==> src/verilog/sfr_defs.vh <==
`ifndef SFR_DEFS_VH
`define SFR_DEFS_VH

// opcodes and indicator codes on the link
`define SFR_OP_DUAL_OUT     8'h3B
`define SFR_OP_QUAD_OUT     8'h6B
`define SFR_OP_QUAD_IO      8'hEB
`define SFR_OP_EXIT         8'hFF
`define SFR_IND_KEEP        8'hA5
`define SFR_IND_DROP        8'hFF
`define SFR_EXIT_BITS       24'hFFFFFF

// command codes written to the control register
`define SFR_CMD_DUAL_OUT    3'h0
`define SFR_CMD_DUAL_IO     3'h1
`define SFR_CMD_QUAD_OUT    3'h2
`define SFR_CMD_QUAD_IO     3'h3
`define SFR_CMD_SET_WRAP    3'h4
`define SFR_CMD_EXIT        3'h5

// register byte offsets
`define SFR_REG_CTRL        8'h00
`define SFR_REG_CFG         8'h04
`define SFR_REG_ADDR        8'h08
`define SFR_REG_LEN         8'h0C
`define SFR_REG_STATUS      8'h10
`define SFR_REG_RDATA       8'h14

// field positions
`define SFR_CTRL_KEEP       4
`define SFR_CTRL_STOP       7
`define SFR_CFG_FW          0
`define SFR_CFG_QEN         1
`define SFR_ST_BUSY         0
`define SFR_ST_VALID        1
`define SFR_ST_ENH          2
`define SFR_ST_ERR          3

// reset values
`define SFR_CFG_RST         2'h0
`define SFR_ADDR_RST        24'h000000
`define SFR_LEN_RST         16'h0001

// link clock timing
`define SFR_CLK_NS          100
`define SFR_SCLK_NS         800
`define SFR_SCLK_HALF       (`SFR_SCLK_NS / (2 * `SFR_CLK_NS))

// clocks per phase
`define SFR_OP_CLKS_1       5'd8
`define SFR_OP_CLKS_4       5'd2
`define SFR_EXIT_CLKS       5'd8
`define SFR_ADDR_BITS       5'd24
`define SFR_DUMMY_LONG      5'd8
`define SFR_DUMMY_SHORT     5'd4
`define SFR_MODE_CLKS       5'd2

`endif

==> src/verilog/sfr_host.v <==
`timescale 1ns/1ps
`include "sfr_defs.vh"
// Functional notes
// - dual output: opcode, 3-byte address serial, 8 dummy clocks, 2-bit data
// - dual I/O: serial opcode, address and 4 dummies on two lines
// - quad_enable_bit must be set before a quad output read
// - quad output: opcode 6B, serial address, 8 dummies, 4-bit data
// - quad_enable_bit must be set before a quad I/O read (code also accepts it with only SFR_CFG_FW set)
// - quad I/O: address, 2+4 dummy cycles and data on four lines
// - host may raise chip select during data; device stops driving
// - toggling indicator nibbles keep enhance mode; next access skips opcode
// - enhance access: address, indicator, 4 dummies, data
// - exit enhance with all-ones code over 8 clocks
// - set wrap: opcode then one 8-bit wrap code under chip select

module sfr_host #(
    parameter [7:0] OP_DUAL_IO  = 8'hBB,
    parameter [7:0] OP_SET_WRAP = 8'h77,
    parameter       HALF        = `SFR_SCLK_HALF
) (
    // clock and reset
    input  wire        clk,
    input  wire        resetn,
    // register port
    input  wire [7:0]  reg_addr,
    input  wire [31:0] reg_wdata,
    input  wire        reg_wr,
    input  wire        reg_rd,
    output wire [31:0] reg_rdata,
    // flash pins
    output wire        cs_n,
    output wire        sclk,
    input  wire [3:0]  io_in,
    output wire [3:0]  io_out,
    output wire [3:0]  io_oe
);

    localparam [2:0] P_IDLE  = 3'h0;
    localparam [2:0] P_CMD   = 3'h1;
    localparam [2:0] P_ADDR  = 3'h2;
    localparam [2:0] P_MODE  = 3'h3;
    localparam [2:0] P_DUMMY = 3'h4;
    localparam [2:0] P_DATA  = 3'h5;
    localparam [2:0] P_WRAP  = 3'h6;
    localparam [2:0] P_DONE  = 3'h7;

    reg [2:0]  phase_ff;
    reg [2:0]  cmd_ff;
    reg        keep_ff;
    reg        stop_ff;
    reg        enh_ff;
    reg        err_ff;
    reg [1:0]  cfg_ff;
    reg [23:0] addr_ff;
    reg [15:0] len_ff;
    reg [15:0] left_ff;
    reg [23:0] sh_ff;
    reg [2:0]  wid_ff;
    reg [4:0]  cnt_ff;
    reg [7:0]  rx_ff;
    reg [3:0]  bits_ff;
    reg [7:0]  rbyte_ff;
    reg        valid_ff;
    reg        sclk_ff;
    reg        cs_n_ff;
    reg [3:0]  io_out_ff;
    reg [3:0]  io_oe_ff;
    reg [3:0]  io_s1_ff;
    reg [3:0]  io_s2_ff;
    reg [31:0] rdata_ff;

    wire tick;

    assign reg_rdata = rdata_ff;
    assign cs_n      = cs_n_ff;
    assign sclk      = sclk_ff;
    assign io_out    = io_out_ff;
    assign io_oe     = io_oe_ff;

    function [7:0] op_of;
        input [2:0] cmd;
        begin
            case (cmd)
                `SFR_CMD_DUAL_OUT: op_of = `SFR_OP_DUAL_OUT;
                `SFR_CMD_DUAL_IO:  op_of = OP_DUAL_IO;
                `SFR_CMD_QUAD_OUT: op_of = `SFR_OP_QUAD_OUT;
                `SFR_CMD_QUAD_IO:  op_of = `SFR_OP_QUAD_IO;
                `SFR_CMD_SET_WRAP: op_of = OP_SET_WRAP;
                default:           op_of = `SFR_OP_EXIT;
            endcase
        end
    endfunction

    function [2:0] first_ph;
        input [2:0] cmd;
        input       enh;
        begin
            // quad I/O opcode skipped while enhance mode holds; exit still sends its code
            if (enh && cmd == `SFR_CMD_QUAD_IO)
                first_ph = P_ADDR;
            else
                first_ph = P_CMD;
        end
    endfunction

    function [2:0] after_ph;
        input [2:0] ph;
        input [2:0] cmd;
        begin
            case (ph)
                P_CMD: begin
                    if (cmd == `SFR_CMD_EXIT)
                        after_ph = P_DONE;
                    else if (cmd == `SFR_CMD_SET_WRAP)
                        after_ph = P_WRAP;
                    else
                        after_ph = P_ADDR;
                end
                P_ADDR:  after_ph = (cmd == `SFR_CMD_QUAD_IO) ? P_MODE
                                                              : P_DUMMY;
                P_MODE:  after_ph = P_DUMMY;
                P_DUMMY: after_ph = P_DATA;
                default: after_ph = P_DONE;
            endcase
        end
    endfunction

    function [2:0] ph_lines;
        input [2:0] ph;
        input [2:0] cmd;
        input       fw;
        begin
            case (ph)
                P_CMD, P_WRAP: ph_lines = fw ? 3'd4 : 3'd1;
                P_ADDR: begin
                    if (cmd == `SFR_CMD_DUAL_IO)
                        ph_lines = 3'd2;
                    else if (cmd == `SFR_CMD_QUAD_IO)
                        ph_lines = 3'd4;
                    else
                        ph_lines = 3'd1;
                end
                P_MODE: ph_lines = 3'd4;
                default: ph_lines = (cmd == `SFR_CMD_DUAL_OUT ||
                                     cmd == `SFR_CMD_DUAL_IO) ? 3'd2 : 3'd4;
            endcase
        end
    endfunction

    function [4:0] ph_clocks;
        input [2:0] ph;
        input [2:0] cmd;
        input       fw;
        begin
            case (ph)
                P_CMD: begin
                    if (cmd == `SFR_CMD_EXIT)
                        ph_clocks = `SFR_EXIT_CLKS;
                    else
                        ph_clocks = fw ? `SFR_OP_CLKS_4 : `SFR_OP_CLKS_1;
                end
                P_WRAP: ph_clocks = fw ? `SFR_OP_CLKS_4 : `SFR_OP_CLKS_1;
                P_ADDR: begin
                    if (cmd == `SFR_CMD_DUAL_IO)
                        ph_clocks = `SFR_ADDR_BITS >> 1;
                    else if (cmd == `SFR_CMD_QUAD_IO)
                        ph_clocks = `SFR_ADDR_BITS >> 2;
                    else
                        ph_clocks = `SFR_ADDR_BITS;
                end
                P_MODE: ph_clocks = `SFR_MODE_CLKS;
                P_DUMMY: ph_clocks = (cmd == `SFR_CMD_DUAL_OUT ||
                                      cmd == `SFR_CMD_QUAD_OUT)
                                     ? `SFR_DUMMY_LONG : `SFR_DUMMY_SHORT;
                default: ph_clocks = 5'd1;
            endcase
        end
    endfunction

    function [23:0] ph_load;
        input [2:0]  ph;
        input [2:0]  cmd;
        input        keep;
        input [23:0] addr;
        input [7:0]  code;
        begin
            case (ph)
                P_CMD: begin
                    if (cmd == `SFR_CMD_EXIT)
                        ph_load = `SFR_EXIT_BITS;
                    else
                        ph_load = {op_of(cmd), 16'h0000};
                end
                P_ADDR: ph_load = addr;
                P_MODE: ph_load = keep ? {`SFR_IND_KEEP, 16'h0000}
                                       : {`SFR_IND_DROP, 16'h0000};
                P_WRAP: ph_load = {code, 16'h0000};
                default: ph_load = 24'h000000;
            endcase
        end
    endfunction

    function [23:0] shl;
        input [23:0] sh;
        input [2:0]  wid;
        begin
            case (wid)
                3'd1:    shl = {sh[22:0], 1'b0};
                3'd2:    shl = {sh[21:0], 2'b00};
                default: shl = {sh[19:0], 4'h0};
            endcase
        end
    endfunction

    function [3:0] drv_bits;
        input [23:0] sh;
        input [2:0]  wid;
        input [2:0]  cmd;
        input        fw;
        begin
            case (wid)
                3'd1:    drv_bits = {3'b000, sh[23]};
                3'd2:    drv_bits = {2'b00, sh[23:22]};
                default: drv_bits = sh[23:20];
            endcase
            // exit code is all ones; the shifter runs dry after six nibbles
            if (cmd == `SFR_CMD_EXIT)
                drv_bits = fw ? 4'hF : {3'b111, sh[23]};
        end
    endfunction

    wire       idle     = (phase_ff == P_IDLE);
    wire       wr_ctrl  = reg_wr && (reg_addr == `SFR_REG_CTRL);
    wire [2:0] w_cmd    = reg_wdata[2:0];
    wire       w_stop   = reg_wdata[`SFR_CTRL_STOP];
    wire       w_quad   = (w_cmd == `SFR_CMD_QUAD_OUT) ||
                          (w_cmd == `SFR_CMD_QUAD_IO);
    wire       w_read   = (w_cmd <= `SFR_CMD_QUAD_IO);
    wire       w_ok     = (w_cmd <= `SFR_CMD_EXIT)
                          && !(w_quad && !cfg_ff[`SFR_CFG_FW]
                               && !cfg_ff[`SFR_CFG_QEN])
                          && !(cfg_ff[`SFR_CFG_FW] && w_read
                               && w_cmd != `SFR_CMD_QUAD_IO)
                          && !(enh_ff && w_cmd != `SFR_CMD_QUAD_IO
                               && w_cmd != `SFR_CMD_EXIT)
                          && !(w_read && len_ff == 16'h0000);
    wire       start    = idle && wr_ctrl && !w_stop && w_ok;
    wire [2:0] tgt_ph   = idle ? first_ph(w_cmd, enh_ff)
                               : after_ph(phase_ff, cmd_ff);
    wire [2:0] tgt_cmd  = idle ? w_cmd : cmd_ff;
    wire       tgt_keep = idle ? reg_wdata[`SFR_CTRL_KEEP] : keep_ff;
    wire       drive    = (phase_ff == P_CMD) || (phase_ff == P_ADDR) ||
                          (phase_ff == P_MODE) || (phase_ff == P_WRAP);
    wire       in_data  = (phase_ff == P_DATA);
    wire       at_byte  = in_data && !sclk_ff && (bits_ff == 4'h0);
    wire       data_end = at_byte && (stop_ff || left_ff == 16'h0000);
    // back-pressure: no new byte is clocked until software took the last
    wire       stall    = at_byte && valid_ff;
    wire       run      = !idle && !stall && !data_end;
    wire [7:0] rx_new   = (wid_ff == 3'd1) ? {rx_ff[6:0], io_s2_ff[1]} :
                          (wid_ff == 3'd2) ? {rx_ff[5:0], io_s2_ff[1:0]} :
                                             {rx_ff[3:0], io_s2_ff};
    wire [3:0] bits_new = bits_ff + {1'b0, wid_ff};
    wire       byte_in  = in_data && tick && !sclk_ff
                          && (bits_new == 4'h8);
    wire       rd_pop   = reg_rd && (reg_addr == `SFR_REG_RDATA);

    sfr_tick_gen #(
        .HALF   (HALF)
    ) u_tick (
        .clk    (clk),
        .resetn (resetn),
        .run    (run),
        .tick   (tick)
    );

    // pins are asynchronous to clk
    always @(posedge clk or negedge resetn) begin
        if (!resetn) begin
            io_s1_ff <= 4'h0;
            io_s2_ff <= 4'h0;
        end else begin
            io_s1_ff <= io_in;
            io_s2_ff <= io_s1_ff;
        end
    end

    always @(posedge clk or negedge resetn) begin
        if (!resetn) begin
            phase_ff <= P_IDLE;
            cmd_ff   <= `SFR_CMD_DUAL_OUT;
            keep_ff  <= 1'b0;
            stop_ff  <= 1'b0;
            enh_ff   <= 1'b0;
            err_ff   <= 1'b0;
            cfg_ff   <= `SFR_CFG_RST;
            addr_ff  <= `SFR_ADDR_RST;
            len_ff   <= `SFR_LEN_RST;
            left_ff  <= 16'h0000;
            sh_ff    <= 24'h000000;
            wid_ff   <= 3'd1;
            cnt_ff   <= 5'd0;
            rx_ff    <= 8'h00;
            bits_ff  <= 4'h0;
            rbyte_ff <= 8'h00;
            valid_ff <= 1'b0;
            sclk_ff  <= 1'b0;
        end else begin
            if (idle && reg_wr && reg_addr == `SFR_REG_CFG)
                cfg_ff <= reg_wdata[1:0];
            if (idle && reg_wr && reg_addr == `SFR_REG_ADDR)
                addr_ff <= reg_wdata[23:0];
            if (idle && reg_wr && reg_addr == `SFR_REG_LEN)
                len_ff <= reg_wdata[15:0];
            if (reg_wr && reg_addr == `SFR_REG_STATUS
                && reg_wdata[`SFR_ST_ERR])
                err_ff <= 1'b0;
            if (wr_ctrl && w_stop && !idle)
                stop_ff <= 1'b1;
            if (idle && wr_ctrl && !w_stop && !w_ok)
                err_ff <= 1'b1;
            // a byte landing with the pop keeps valid set
            if (rd_pop)
                valid_ff <= 1'b0;
            if (start) begin
                phase_ff <= tgt_ph;
                cmd_ff   <= w_cmd;
                keep_ff  <= tgt_keep;
                stop_ff  <= 1'b0;
                left_ff  <= len_ff;
                wid_ff   <= ph_lines(tgt_ph, tgt_cmd, cfg_ff[`SFR_CFG_FW]);
                cnt_ff   <= ph_clocks(tgt_ph, tgt_cmd, cfg_ff[`SFR_CFG_FW]);
                sh_ff    <= ph_load(tgt_ph, tgt_cmd, tgt_keep, addr_ff,
                                    len_ff[7:0]);
            end else if (data_end) begin
                phase_ff <= P_DONE;
            end else if (tick && phase_ff == P_DONE) begin
                phase_ff <= P_IDLE;
            end else if (tick && !sclk_ff) begin
                sclk_ff <= 1'b1;
                if (in_data) begin
                    rx_ff <= rx_new;
                    if (byte_in) begin
                        bits_ff  <= 4'h0;
                        rbyte_ff <= rx_new;
                        valid_ff <= 1'b1;
                        left_ff  <= left_ff - 16'h0001;
                    end else begin
                        bits_ff <= bits_new;
                    end
                end
            end else if (tick) begin
                sclk_ff <= 1'b0;
                if (!in_data && cnt_ff == 5'd1) begin
                    if (phase_ff == P_MODE)
                        enh_ff <= keep_ff;
                    if (cmd_ff == `SFR_CMD_EXIT)
                        enh_ff <= 1'b0;
                    phase_ff <= tgt_ph;
                    wid_ff   <= ph_lines(tgt_ph, cmd_ff,
                                         cfg_ff[`SFR_CFG_FW]);
                    cnt_ff   <= ph_clocks(tgt_ph, cmd_ff,
                                          cfg_ff[`SFR_CFG_FW]);
                    sh_ff    <= ph_load(tgt_ph, cmd_ff, keep_ff, addr_ff,
                                        len_ff[7:0]);
                    bits_ff  <= 4'h0;
                end else if (!in_data) begin
                    cnt_ff <= cnt_ff - 5'd1;
                    sh_ff  <= shl(sh_ff, wid_ff);
                end
            end
        end
    end

    // pin drive lags the phase by one clk, well inside a half period
    always @(posedge clk or negedge resetn) begin
        if (!resetn) begin
            cs_n_ff   <= 1'b1;
            io_out_ff <= 4'h0;
            io_oe_ff  <= 4'h0;
        end else begin
            cs_n_ff <= idle || (phase_ff == P_DONE);
            if (drive) begin
                io_out_ff <= drv_bits(sh_ff, wid_ff, cmd_ff,
                                      cfg_ff[`SFR_CFG_FW]);
                io_oe_ff  <= (cmd_ff == `SFR_CMD_EXIT) ? 4'hF :
                             (wid_ff == 3'd1) ? 4'h1 :
                             (wid_ff == 3'd2) ? 4'h3 : 4'hF;
            end else begin
                io_out_ff <= 4'h0;
                io_oe_ff  <= 4'h0;
            end
        end
    end

    always @(posedge clk or negedge resetn) begin
        if (!resetn) begin
            rdata_ff <= 32'h00000000;
        end else if (reg_rd) begin
            case (reg_addr)
                `SFR_REG_CTRL:   rdata_ff <= {27'h0, keep_ff, 1'b0, cmd_ff};
                `SFR_REG_CFG:    rdata_ff <= {30'h0, cfg_ff};
                `SFR_REG_ADDR:   rdata_ff <= {8'h00, addr_ff};
                `SFR_REG_LEN:    rdata_ff <= {16'h0000, len_ff};
                `SFR_REG_STATUS: rdata_ff <= {28'h0, err_ff, enh_ff,
                                              valid_ff, !idle};
                `SFR_REG_RDATA:  rdata_ff <= {24'h000000, rbyte_ff};
                default:         rdata_ff <= 32'h00000000;
            endcase
        end else begin
            rdata_ff <= 32'h00000000;
        end
    end

endmodule

==> src/verilog/sfr_tick_gen.v <==
`timescale 1ns/1ps

module sfr_tick_gen #(
    parameter HALF = 4
) (
    // clock and reset
    input  wire clk,
    input  wire resetn,
    // control
    input  wire run,
    output wire tick
);

    reg [7:0] cnt_ff;
    reg       tick_ff;

    assign tick = tick_ff;

    // counter restarts whenever run drops, so a stall keeps a full half period
    always @(posedge clk or negedge resetn) begin
        if (!resetn) begin
            cnt_ff  <= 8'h00;
            tick_ff <= 1'b0;
        end else if (!run) begin
            cnt_ff  <= 8'h00;
            tick_ff <= 1'b0;
        end else if (cnt_ff == HALF[7:0] - 8'h01) begin
            cnt_ff  <= 8'h00;
            tick_ff <= 1'b1;
        end else begin
            cnt_ff  <= cnt_ff + 8'h01;
            tick_ff <= 1'b0;
        end
    end

endmodule
==> config.mk <==
export PLATFORM = sky130hd
export DESIGN_NAME = sfr_host
export DESIGN_NICKNAME = d
export VERILOG_FILES = /design/src/verilog/sfr_host.v /design/src/verilog/sfr_tick_gen.v
export VERILOG_INCLUDE_DIRS = /design/src /design/src/verilog
export SDC_FILE = /design/constraint.sdc
export NUM_CORES = 1
export LEC_CHECK = 0
export ABC_AREA = 0
export BUFFER_PORTS_ARGS = -buffer_cell sky130_fd_sc_hd__buf_2
export CELL_PAD_IN_SITES_DETAIL_PLACEMENT = 1
export CELL_PAD_IN_SITES_GLOBAL_PLACEMENT = 1
export CORE_MARGIN = 2
export CORE_UTILIZATION = 40
export DETAILED_ROUTE_END_ITERATION = 7
export GPL_ROUTABILITY_DRIVEN = 0
export GPL_TIMING_DRIVEN = 0
export HOLD_SLACK_MARGIN = 0.06
export PLACE_DENSITY = 0.85
export SLEW_MARGIN = 25
export SYNTH_ARGS = -nofsm -noshare
export SYNTH_HDL_FRONTEND = slang
export SYNTH_SLANG_ARGS = --single-unit
==> constraint.sdc <==
create_clock -name clk -period 2.4 [get_ports clk]
set_clock_uncertainty 0.05 [all_clocks]
set_input_delay 0.6 -clock clk [delete_from_list [all_inputs] [get_ports clk]]
set_output_delay 0.6 -clock clk [all_outputs]
set_load 0.01 [all_outputs]
After elaboration in Yosys (flattened, before gate mapping)
Index checks and enable logic that the tools add are counted.
{"block": "classes", "add_sub_neg": 4, "n_lt_le_gt_ge": 2, "eq_ne": 42, "muxes": 105, "bitwise": 4, "reduce_logical": 90}
{"operator": "two-way mux 24 bit", "n": 9}
{"operator": "case mux 24 bit (4 select lines)", "n": 2}
{"operator": "case mux 24 bit (6 select lines)", "n": 1}
{"operator": "two-way mux 16 bit", "n": 6}
{"operator": "case mux 8 bit (5 select lines)", "n": 2}
{"operator": "two-way mux 3 bit", "n": 24}
{"operator": "two-way mux 4 bit", "n": 16}
{"operator": "two-way mux 5 bit", "n": 11}
{"operator": "case mux 5 bit (5 select lines)", "n": 2}
{"operator": "case mux 24 bit (2 select lines)", "n": 1}
{"operator": "two-way mux 23 bit", "n": 2}
{"operator": "logical AND 1 bit", "n": 38}
{"operator": "== test 3 x 2 -> 1 bit (second input constant)", "n": 11}
{"operator": "zero test 16 bit", "n": 2}
{"operator": "two-way mux 32 bit", "n": 1}
{"operator": "two-way mux 8 bit", "n": 4}
{"operator": "== test 3 bit (second input constant)", "n": 10}
{"operator": "AND reduction 5 bit", "n": 4}
{"operator": "nonzero test 2 bit", "n": 10}
{"operator": "two-way mux 1 bit", "n": 19}
{"operator": "case mux 3 bit (3 select lines)", "n": 2}
{"operator": "== test 8 x 4 -> 1 bit (second input constant)", "n": 2}
{"operator": "== test 8 x 5 -> 1 bit (second input constant)", "n": 2}
{"operator": "subtractor 16 x 1 -> 16 bit (second input constant)", "n": 1}
{"operator": "other kinds (29)", "n": 65}
{"block": "totals", "ff_bits": 179, "inputBits": 48, "output_inout_bits": 42, "word_cells": 273}

Logic depth before layout (Yosys ltp)
Gate-level depths: netlist of the first run.
{"block": "depth", "word_depth": 14, "ltp_mapped": 10, "depth_no_buf": 9}

By module
Synthesis of the first run repeated with hierarchy kept, for this count alone.
{"block": "unflattened", "hier_cells": 1078, "hier_area_um2": 10005.8}
{"module": "sfr_host", "n_inst": 1, "cells_each": 1039, "area_each_um2": 9585.4, "seq_area_each_um2": 4032.6}
{"module": "sfr_tick_gen", "n_inst": 1, "cells_each": 39, "area_each_um2": 420.4, "seq_area_each_um2": 225.2}

Least setup slack after synthesis of the first run
Ideal clock, no wire load.
{"block": "synth_timing", "path_type": "input -> register", "from": "input reg_addr[3]", "to": "register sh_ff[8]", "setup_ns": 0.138, "t_arrival_ns": 2.533, "required_time_ns": 2.212, "setup_slack_ns": -0.322, "stages": 9, "path_buffers": 3, "cell_sequence": "buf_6 > or4_4 > nor4_4 > nand2_4 > or4_1 > buf_2 > buf_6 > a21oi_1 > o31ai_1"}
{"block": "synth_via", "elab_chain_len": 7, "word_cells_on_any_way": 12, "classes_between": "eq/ne (4); mux (1); reduce/logical (7)"}
{"item": "start, declared", "line_no": "sfr_host.v:25", "text": "input wire [7:0] reg_addr,"}
{"item": "zero test 8 bit (*)"}
{"item": "logical AND 1 bit (*)", "line_no": "sfr_host.v:233", "text": "wire wr_ctrl = reg_wr && (reg_addr == `SFR_REG_CTRL);"}
{"item": "logical AND 1 bit (*) (3 in series)", "line_no": "sfr_host.v:247", "text": "wire start = idle && wr_ctrl && !w_stop && w_ok;"}
{"item": "inequality test 3 x 2 -> 1 bit (no source line) (tied with other cells)"}
{"item": "AND reduction 5 bit (no source line)"}
{"item": "end signal, assigned", "line_no": "sfr_host.v:333", "text": "sh_ff <= ph_load(tgt_ph, tgt_cmd, tgt_keep, addr_ff,"}
{"item": "end signal, assigned", "line_no": "sfr_host.v:364", "text": "sh_ff <= ph_load(tgt_ph, cmd_ff, keep_ff, addr_ff,"}
{"item": "end signal, assigned", "line_no": "sfr_host.v:369", "text": "sh_ff <= shl(sh_ff, wid_ff);"}
{"item": "end, declared", "line_no": "sfr_host.v:57", "text": "reg [23:0] sh_ff;"}
Every way passes the cells marked *; elsewhere a longest branch is shown, timed or not.
A chain may end at the register's enable or synchronous reset.

Final worst setup path of the first run
{"block": "layout_timing", "from": "register wid_ff[0]", "to": "register left_ff[0]"}
{"block": "layout_via", "elab_chain_len": 5}
{"item": "start, declared", "line_no": "sfr_host.v:58", "text": "reg [2:0] wid_ff;"}
{"item": "start signal, assigned", "line_no": "sfr_host.v:331", "text": "wid_ff <= ph_lines(tgt_ph, tgt_cmd, cfg_ff[`SFR_CFG_FW]);"}
{"item": "start signal, assigned", "line_no": "sfr_host.v:360", "text": "wid_ff <= ph_lines(tgt_ph, cmd_ff,"}
{"item": "adder 4 x 3 -> 4 bit", "line_no": "sfr_host.v:263", "text": "wire [3:0] bits_new = bits_ff + {1'b0, wid_ff};"}
{"item": "== test 4 bit", "line_no": "sfr_host.v:265", "text": "&& (bits_new == 4'h8);"}
{"item": "logical AND 1 bit", "line_no": "sfr_host.v:265"}
{"item": "nonzero test 2 bit (no source line)"}
{"item": "AND reduction 5 bit (no source line)"}
{"item": "end signal, assigned", "line_no": "sfr_host.v:330", "text": "left_ff <= len_ff;"}
{"item": "end signal, assigned", "line_no": "sfr_host.v:347", "text": "left_ff <= left_ff - 16'h0001;"}
{"item": "end, declared", "line_no": "sfr_host.v:56", "text": "reg [15:0] left_ff;"}
Every way passes these cells.

==> flow_summary.ini, run 1 <==
[status]
violations = negative setup slack
run_status = finished, violations left

[floorplanning]
die-area_um2 = 25800
initial_core_util = 0.405
ios = 90
coreArea_um2 = 24200
die_h_um = 161
chipWidth_um = 161
rows = 57

[hold_path]
min_to = io_s1_ff[0]$_DFF_PN0_
worstHoldStart = io_in[0]
min_path_type = in -> reg
hold_path_depth = 1

[cts]
clockBufferDepth = 2
cts_tree = built
htreeDepth = 4
cts_buffers = 17
clk_latency_ns = 0.46
clk_pin_slew_worst_paths_ns = 0.08
cts.sinks = 170
root_buffer = clkbuf_16

[setup_path]
r2r_setup_slack_ns = -0.48
slowest_stage = dfstp_2
slowest_delay_ns = 0.57
critPathKind = reg -> reg
cp_cell_sequence = ha_4 > inv_2 > fa_1 > and3b_2 > nand3_4 > a311o_2 > buf_6 > buf_6 > xnor2_2 > o21ai_1
cpMostUsedCell = buf_6
cp.arrival_ns = 3.14
start_kind = register
r2r_start = wid_ff[0]$_DFFE_PN1P_
cp.required_ns = 2.66
crit_fanout = 10
worstSetupEndpointType = register
reg2reg_to = left_ff[0]$_DFFE_PN0P_
reg2reg_depth = 10

[yosys]
synth_warnings = 0
yosysSeqAreaShare = 0.433
ys_seq_elements = 170
netlist_area_um2 = 9830
synthArstFlopShare = 1.00
synth_top_flop_cell = dfrtp_1
synthTopCellsByArea = dfrtp_1 43%, mux2_2 6.9%, a21oi_1 4.0%
syn-instance-count = 1072
synth_largest_area_cell = dfrtp_1
synth_cell_types = 86
synth_edf_count = 0
syn_avg_cell_area_um2 = 9.17
netlist.area_leader.share = 0.425

[global_route]
grt_util_all_layers = 0.293
grtUsageMet3 = 0.0455
met1_usage = 0.378
grt_pass1_wl_mm = 58.4
antenna_found_initial = 2
gr-usage-met2 = 0.485
grt_pass1_vias = 9929
busiest_layer = met2
grt_overflow = 0
grt_max_degree = 75

[layout]
final_nets = 1279
register_area_um2 = 4270
multi_input_area_um2 = 5970
design_area_um2 = 12900
area_growth_syn_to_layout_pct = 31.2
fillCellCount = 2713
finalNonFillerCells = 1561
final_layout_size_suffix_gt1_frac = 0.355
post-route-util = 0.532

[place]
dp_hpwl_mm = 25.9
portBuffers = 69
dpl_cell_area_um2 = 11000
place_inst = 1474

[timing]
setup_viol = 66
max_freq_mhz = 348
rsz0062_at_grt = yes
worst_slew_pin_slew_ns = 0.697
finalHoldViolations = 0
timing.final.crit_period_ns = 2.88
finalSetupTns_ns = -12.32
slew_headroom = 0.534
final-max-slew-violation-count = 0
fin_crit_sh = 1.20
setup_ws_ns = -0.476

[routing]
drcViolationCount = 0
via_per_inst = 6.63
vias = 10300
dr.pass1.iters = 7
drt_iter0_markers = 1155
wl_per_cell_um = 27.6
drt-total-wl_mm = 43.0
final_antenna_net_count = 0

[power_and_ir_drop]
p_leak_uw = 0.00560
cellPowerDensity_nw_per_um2 = 873
peakVddDrop_v = 0.000459

[run]
maxCapViolCount = 0
==> stage by stage <==
| step | hold slack, ns | total power (µW) | setup WS, ns |
|---|---|---|---|
| 3_5_place_dp | 0.291 | 7380 | -0.854 |
| 6_report | 0.202 | 11300 | -0.476 |
| 4_1_cts | 0.198 | 10600 | -0.468 |
| 2_1_floorplan | 0.254 | 6170 | -0.265 |
| 5_1_grt | 0.206 | 11700 | -0.536 |
| 3_3_place_gp | 0.290 | 7240 | -2.02 |
==> critical path: cells and delay by family (launching register included) <==
| kind | cells | cell delay, ns |
|---|---|---|
| compound gates | 2 | 0.54 |
| xor+xnor | 1 | 0.21 |
| fa+ha+maj | 2 | 0.64 |
| buf+inv | 3 | 0.38 |
| flops | 1 | 0.57 |
| simple gates | 2 | 0.34 |
==> power by group <==
group / switching [µW] / total (µW) / internal (µW)
clock: 1410 / 3040 / 1630
combinational: 2760 / 4440 / 1680
sequential: 528 / 3770 / 3240
total: 4700 / 11300 / 6550
==> worst max-delay path by stage <==
stage | start | endpoint | slack [ns] | cells past startpoint
after floorplan | reg_addr[3] | bits_ff[0]$_DFFE_PN0P_ | -0.26 | 8
after global placement | resetn | reg_rdata[17]$_DFF_PN0_ | -2.02 | 1
after detailed placement | left_ff[0]$_DFFE_PN0P_ | bits_ff[1]$_DFFE_PN0P_ | -0.85 | 9
after CTS | wid_ff[0]$_DFFE_PN1P_ | left_ff[10]$_DFFE_PN0P_ | -0.47 | 10
after global routing | wid_ff[0]$_DFFE_PN1P_ | left_ff[0]$_DFFE_PN0P_ | -0.54 | 10
final | wid_ff[0]$_DFFE_PN1P_ | left_ff[0]$_DFFE_PN0P_ | -0.48 | 10
==> kinds of logic after synthesis <==
| family | synth area share |
|---|---|
| other cells | 0.000382 |
| xor+xnor | 0.0125 |
| flops | 0.433 |
| fa+ha+maj | 0.0109 |
| buf+inv | 0.0518 |
| compound gates | 0.207 |
| simple gates | 0.197 |
| mux | 0.0872 |
==> synthesized netlist by cell type (all sizes together), types with 17 or more instances <==
| cell | count |
|---|---|
| mux2i | 17 |
| nand2 | 104 |
| buf | 30 |
| o21ai | 64 |
| mux2 | 61 |
| nor2 | 103 |
| clkbuf | 56 |
| a22oi | 23 |
| nor3 | 46 |
| nand3 | 34 |
| dfrtp | 167 |
| a211oi | 19 |
| a21oi | 81 |
| o31ai | 19 |
| inv | 26 |
==> sequential cells by signal, summed over array words and instances, names as in the netlist, 2 cells and up <==
register / cells
addr_ff: 24
bits_ff: 4
cfg_ff: 2
cmd_ff: 3
cnt_ff: 5
io_oe: 3
io_out: 4
io_s1_ff: 4
io_s2_ff: 4
left_ff: 16
len_ff: 16
phase_ff: 3
rbyte_ff: 8
reg_rdata: 24
rx_ff: 7
sh_ff: 24
u_tick.cnt_ff: 8
wid_ff: 3
==> layout make-up <==
class / instances / share of cell area
Inverter: 26 / 0.00786
Timing Repair Buffer: 128 / 0.0714
Tap cell: 324 / 0.0314
Clock buffer: 18 / 0.0341
Multi-Input combinational cell: 797 / 0.463
Sequential cell: 170 / 0.331
Clock inverter: 14 / 0.0152
Buffer: 83 / 0.0454
Antenna cell: 1 / 0.000194
==> what timing repair did <==
action                                 in CTS  in global routing
hold buffers                                1                  0
pin swaps                                  18                 37
cloned                                      0                  1
setup buffers                              13                 42
setup endpoints to repair                 125                107
endpoints found under the hold margin      34                  0
gates resized for setup                    70                197
==> metal layers <==
metal,share of wire,vias to the layer above
met5,0,-
met4,0.056,0
met3,0.085,213
met2,0.48,700
met1,0.38,5193
li1,-,4243
==> cells in the final DEF, fill, tap and decap left out, drive strengths merged, types with 13 or more instances in the layout <==
cell type and n:
nand2 104, nor3 46, a21oi 81, o31ai 19, a22oi 23, nor4 13, clkbuf 63, dfrtp 167
o21ai 64, inv 33, mux2i 17, a211oi 19, and3 14, nand3 34, nor2 103, mux2 61
buf 165, a31oi 13
Power figures use the tool's default switching activity.
==> run 2, diff against run 1 <==
SYNTH_HIERARCHICAL = 1   (was not set)
==> run 2 against run 1 <==
  * The run still ends with negative setup slack left
  * Maximum frequency rose by 6.0%
  * Clock-buffer cell count did not move
  * Worst hold slack got worse by 0.00091 ns
  * Area after synthesis rose by 1.8%
  * Synthesized cell count rose by 0.56%
  * Flip-flop and latch count did not move
  * Sequential power fell by 21%
  * Critical path depth fell by 3
  * Cell area rose by 2.4%
  * Die area rose by 1.7%
  * Combinational power fell by 90%
  * Largest power group is now registers
==> flow_summary.ini, run 2 <==
[status]
run_status = finished, violations left
violations = negative setup slack

[cts]
clockBufferDepth = 2
clk_latency_ns = 0.46
cts.sinks = 170
htreeDepth = 4
cts_buffers = 17
root_buffer = clkbuf_16
cts_tree = built
clk_pin_slew_worst_paths_ns = 0.08

[routing]
via_per_inst = 6.68
wl_per_cell_um = 28.5
dr.pass1.iters = 5
final_antenna_net_count = 0
drcViolationCount = 0
drt-total-wl_mm = 45.0
drt_iter0_markers = 1170
vias = 10600

[timing]
rsz0062_at_grt = yes
finalHoldViolations = 0
timing.final.crit_period_ns = 2.71
worst_slew_pin_slew_ns = 0.842
fin_crit_sh = 1.13
setup_viol = 80
setup_ws_ns = -0.314
slew_headroom = 0.439
final-max-slew-violation-count = 0
timing.hold.ws_ns = 0.201
max_freq_mhz = 369
finalSetupTns_ns = -9.65

[yosys]
netlist_area_um2 = 10000
synth_cell_types = 92
synthSimpleGateAreaFrac = 0.203
synth_top_family_by_area = compound AO/OA/AOI/OAI gates
synth_compound_area_frac = 0.208
ys_seq_elements = 170
synth_warnings = 6
synthTopCellsByArea = dfrtp_1 42%, nor2_1 4.7%, mux2_2 4.6%
syn_avg_cell_area_um2 = 9.28
synth-adder-area-share = 0.0120
synth_xor_area_frac = 0.0114
syn-instance-count = 1078
synth_top_flop_cell = dfrtp_1
yosysSeqAreaShare = 0.426
synthArstFlopShare = 1.00
synth_largest_area_cell = dfrtp_1
synth_commonest_cells = 167 x dfrtp_1, 125 x nor2_1, 99 x nand2_1, 83 x a21oi_1, 58 x o21ai_0
synth_edf_count = 0
netlist.area_leader.share = 0.418
muxShareOfSynthArea = 0.0855
yosysMostFrequentCell = dfrtp_1

[layout]
layout_common_cells = 163 x dfrtp_1, 116 x nor2_1, 84 x nand2_1
final_common_cell = dfrtp_1
area_growth_syn_to_layout_pct = 32.0
post-route-util = 0.540
final_nets = 1301
n_antenna_cell = 0
final_layout_size_suffix_gt1_frac = 0.363
fillCellCount = 2704

[setup_path]
r2r_setup_slack_ns = -0.31
r2r_start = sclk$_DFFE_PN0P_
crit_fanout = 9
start_kind = register
critPathKind = reg -> reg
reg2reg_to = bits_ff[0]$_DFFE_PN0P_
worstSetupEndpointType = register
cp.required_ns = 2.69
cp.arrival_ns = 3.01
reg2reg_depth = 7

[floorplanning]
rows = 57
chipWidth_um = 162
ios = 90
die_h_um = 162
coreArea_um2 = 24500
initial_core_util = 0.409
die-area_um2 = 26300

[place]
portBuffers = 71
dp_hpwl_mm = 25.5

[power_and_ir_drop]
p_leak_uw = 0.00581
total_power_uw = 6280
cellPowerDensity_nw_per_um2 = 475
peakVddDrop_v = 0.000462

[hold_path]
min_path_type = in -> reg
hold_path_depth = 1
worstHoldStart = io_in[3]
min_to = io_s1_ff[3]$_DFF_PN0_

[global_route]
grt_pass1_wl_mm = 60.9
antenna_found_initial = 1
grt_overflow = 0
grt_max_degree = 64
grt_pass1_vias = 10500
grt_util_all_layers = 0.301

[run]
maxCapViolCount = 0
run 2: cell types whose count changed after synthesis, sizes merged, moves of 13 or more:
cell   delta
mux2     -13
mux2i    +13
o31ai    -14
nor2     +23
and2     +14
run 2: logic make-up (layout without fill, tap and decap cells):
| family | Yosys count | in the layout |
|---|---|---|
| AND/OR/NAND/NOR | 394 | 394 |
| AO/OA/AOI/OAI | 301 | 301 |
| other | 1 | 8 |
| multiplexers | 78 | 78 |
| XOR/XNOR | 13 | 13 |
| adder cells (fa/ha/maj) | 9 | 9 |
| buffers and inverters | 112 | 283 |
| flip-flops | 170 | 170 |
run 2: worst max-delay path: stages, from the launching register on:
cell and delay (ns):
dfrtp_1 0.43, buf_2 0.20, or4_4 0.56, nor3_2 0.37, a21o_1 0.28, a21oi_2 0.11
and4_4 0.27, mux2_4 0.32
run 2: final cells by class:
type / count / area (µm²) / area share
sequential: 170 / 4260 / 0.323
clock inverter: 13 / 138 / 0.0104
inverter: 22 / 86.3 / 0.00654
tap: 324 / 405 / 0.0307
multi-input combinational: 803 / 6000 / 0.455
timing repair buffer: 150 / 1220 / 0.0924
buffer: 80 / 649 / 0.0492
clock buffer: 18 / 439 / 0.0333
run 2: worst max path at each step:
stage	end	startpoint	depth (start not counted)	slack, ns
6_report	bits_ff[0]$_DFFE_PN0P_	sclk$_DFFE_PN0P_	7	-0.31
3_5_place_dp	left_ff[8]$_DFFE_PN0P_	reg_addr[1]	8	-0.91
5_1_grt	bits_ff[0]$_DFFE_PN0P_	sclk$_DFFE_PN0P_	7	-0.37
2_1_floorplan	phase_ff[0]$_DFFE_PN0P_	reg_addr[1]	7	-0.18
4_1_cts	left_ff[5]$_DFFE_PN0P_	wid_ff[0]$_DFFE_PN1P_	9	-0.20
3_3_place_gp	io_oe[2]$_DFF_PN0_	resetn	1	-1.96
run 2: report_power, final:
| group | leakage (µW) | internal (µW) | total (µW) | switching (µW) |
|---|---|---|---|---|
| Combinational | 0.00335 | 171 | 450 | 279 |
| Clock | 0.000275 | 1480 | 2830 | 1350 |
| Sequential | 0.00219 | 2910 | 2990 | 81.8 |
| Total | 0.00581 | 4570 | 6280 | 1710 |
run 2: stage by stage:
step,instances,worst slack (ns),area (µm²)
global route,1580,-0.375,13200
CTS,1548,-0.204,12300
floorplan,1085,-0.178,10100
global placement,1480,-1.96,10900
finish,1580,-0.314,13200
detailed placement,1482,-0.907,10900
run 2: routing by layer:
layer  vias up  GRT usage  share of wire
li1       4248          -              -
met2       770      0.490           0.46
met5         -          0              0
met3       296     0.0587          0.096
met1      5236      0.374           0.36
met4         0      0.177          0.078
run 2: repair_timing:
action	in CTS	in global routing
hold endpoints to repair	50	0
cloned	3	5
endpoints found under the setup margin	120	95
resized for setup	123	181
setup buffers	36	33
pin swaps	40	47
hold buffers	1	0
==> run 3, diff against run 2 <==
REMOVE_ABC_BUFFERS = 1   (was not set)
==> run 3 against run 2 <==
  * Wire length grew 28%
  * Non-clock buffer count shrank 5
  * Critical path depth shrank 1
  * Register-to-register slack lost 0.22 ns
  * Clock power grew 4%
  * Maximum frequency shrank 7.4%
  * Sequential power is essentially flat
  * Cell area grew 0.91%
  * The flow finishes with violations (design-rule violations, negative setup slack)
  * First-iteration DRC count grew 96%
  * Die area is the same
==> flow_summary.ini, run 3 (synthesis gave the netlist of run 2 again) <==
[timing]
setup_viol = 92
max_freq_mhz = 341
finalHoldViolations = 0
slew_headroom = 0.378
rsz0062_at_grt = yes
timing.final.crit_period_ns = 2.93
setup_ws_ns = -0.529
finalSetupTns_ns = -17.03
fin_crit_sh = 1.22
timing.hold.ws_ns = 0.200
worst_slew_pin_slew_ns = 0.933
final-max-slew-violation-count = 0

[setup_path]
worstSetupEndpointType = register
crit_fanout = 14
critPathKind = reg -> reg
cp.arrival_ns = 3.25
start_kind = register
cp.required_ns = 2.72

[floorplanning]
initial_core_util = 0.409
die-area_um2 = 26300
ios = 90
chipWidth_um = 162
die_h_um = 162
rows = 57
coreArea_um2 = 24500

[global_route]
grt_max_degree = 68
grtUsageMet3 = 0.0904
gr-usage-met2 = 0.536
grt_util_all_layers = 0.335
antenna_found_initial = 4
met1_usage = 0.404
busiest_layer = met2
grt_pass1_wl_mm = 67.7
grt_overflow = 0
grt_pass1_vias = 11000

[routing]
vias = 11900
final_antenna_net_count = 0
drt_iter0_markers = 2293
via_per_inst = 7.47
drt-total-wl_mm = 57.4
dr.pass1.iters = 8
drcViolationCount = 9
wl_per_cell_um = 36.1

[cts]
root_buffer = clkbuf_16
cts_buffers = 17
cts.sinks = 170
htreeDepth = 4
clk_pin_slew_worst_paths_ns = 0.07
clk_latency_ns = 0.47
cts_tree = built
clockBufferDepth = 2

[status]
violations = design-rule violations, negative setup slack
run_status = finished, violations left

[layout]
layout_common_cells = 151 x dfrtp_1, 116 x nor2_1, 115 x buf_4
final_layout_size_suffix_gt1_frac = 0.382
final_nets = 1308
area_growth_syn_to_layout_pct = 33.2
final_common_cell = dfrtp_1
design_area_um2 = 13300

[power_and_ir_drop]
power_frac_seq = 0.464
p_switching_uw = 1890
cellPowerDensity_nw_per_um2 = 486
comb_power_share = 0.081
power.share.switching = 0.291
peakVddDrop_v = 0.000495
p_leak_uw = 0.00572
power_frac_clock = 0.455
p_int_uw = 4590

[place]
portBuffers = 73
dp_hpwl_mm = 22.1
dpl_cell_area_um2 = 10500

[run]
maxCapViolCount = 0

[hold_path]
min_path_type = in -> reg
run 3: worst paths after layout:
kind	start	to	slack, ns	depth (start not counted)
min in group asynchronous	resetn	addr_ff[22]$_DFFE_PN0P_	0.56	2
setup / recovery	cmd_ff[0]$_DFFE_PN0P_	sh_ff[16]$_DFFE_PN0P_	-0.53	6
hold reg to reg	io_s1_ff[1]$_DFF_PN0_	io_s2_ff[1]$_DFF_PN0_	0.31	0
max in group asynchronous	resetn	len_ff[0]$_DFFE_PN1P_	0.66	4
setup reg to reg	cmd_ff[0]$_DFFE_PN0P_	sh_ff[16]$_DFFE_PN0P_	-0.53	6
hold / removal	io_in[0]	io_s1_ff[0]$_DFF_PN0_	0.20	1
run 3: cell type report:
class	count	area, µm²
antenna	2	5.00
clock buffer	19	443
clock inverter	13	133
fill	2666	11100
inverter	22	86.3
multi-input combinational	815	6150
sequential	170	4300
tap	324	405
timing repair buffer	225	1800
run 3: power groups by stage:
stage	Sequential, µW	Combinational, µW	Clock (µW)
floorplan	3010	154	0
global route	3000	533	3030
finish	3010	521	2950
global placement	3030	308	0
detailed placement	3040	333	0
CTS	2990	390	2770
run 3: critical path: stages, from the launching register on:
cell and delay, ns:
dfrtp_2 0.64, nor4bb_4 0.58, a2111o_1 0.31, nand2_2 0.25, a21oi_1 0.63, a21oi_1 0.17, o22ai_1 0.20
run 3: what timing repair did:
action | CTS | global route
hold endpoints to repair | 42 | 0
buffers inserted | 66 | 73
pin swaps | 37 | 57
resized for setup | 108 | 95
cloned | 8 | 7
setup endpoints to repair | 139 | 137
hold buffers | 1 | 0
run 3: through the flow:
stage               utilization  power (µW)  std cells  setup WS, ns
finish                    0.545        6470       1590        -0.529
global route              0.545        6560       1589        -0.540
CTS                       0.499        6140       1509        -0.311
detailed placement        0.430        3370       1402         -1.78
global placement          0.423        3340       1392         -2.37
floorplan                     -        3160        995         -1.06
run 3: per-layer routing:
layer  vias to the layer above  part of all wire
met3                       529              0.14
li1                       4292                 -
met4                         6             0.099
met5                         -            0.0011
met2                      1337              0.42
met1                      5718              0.34
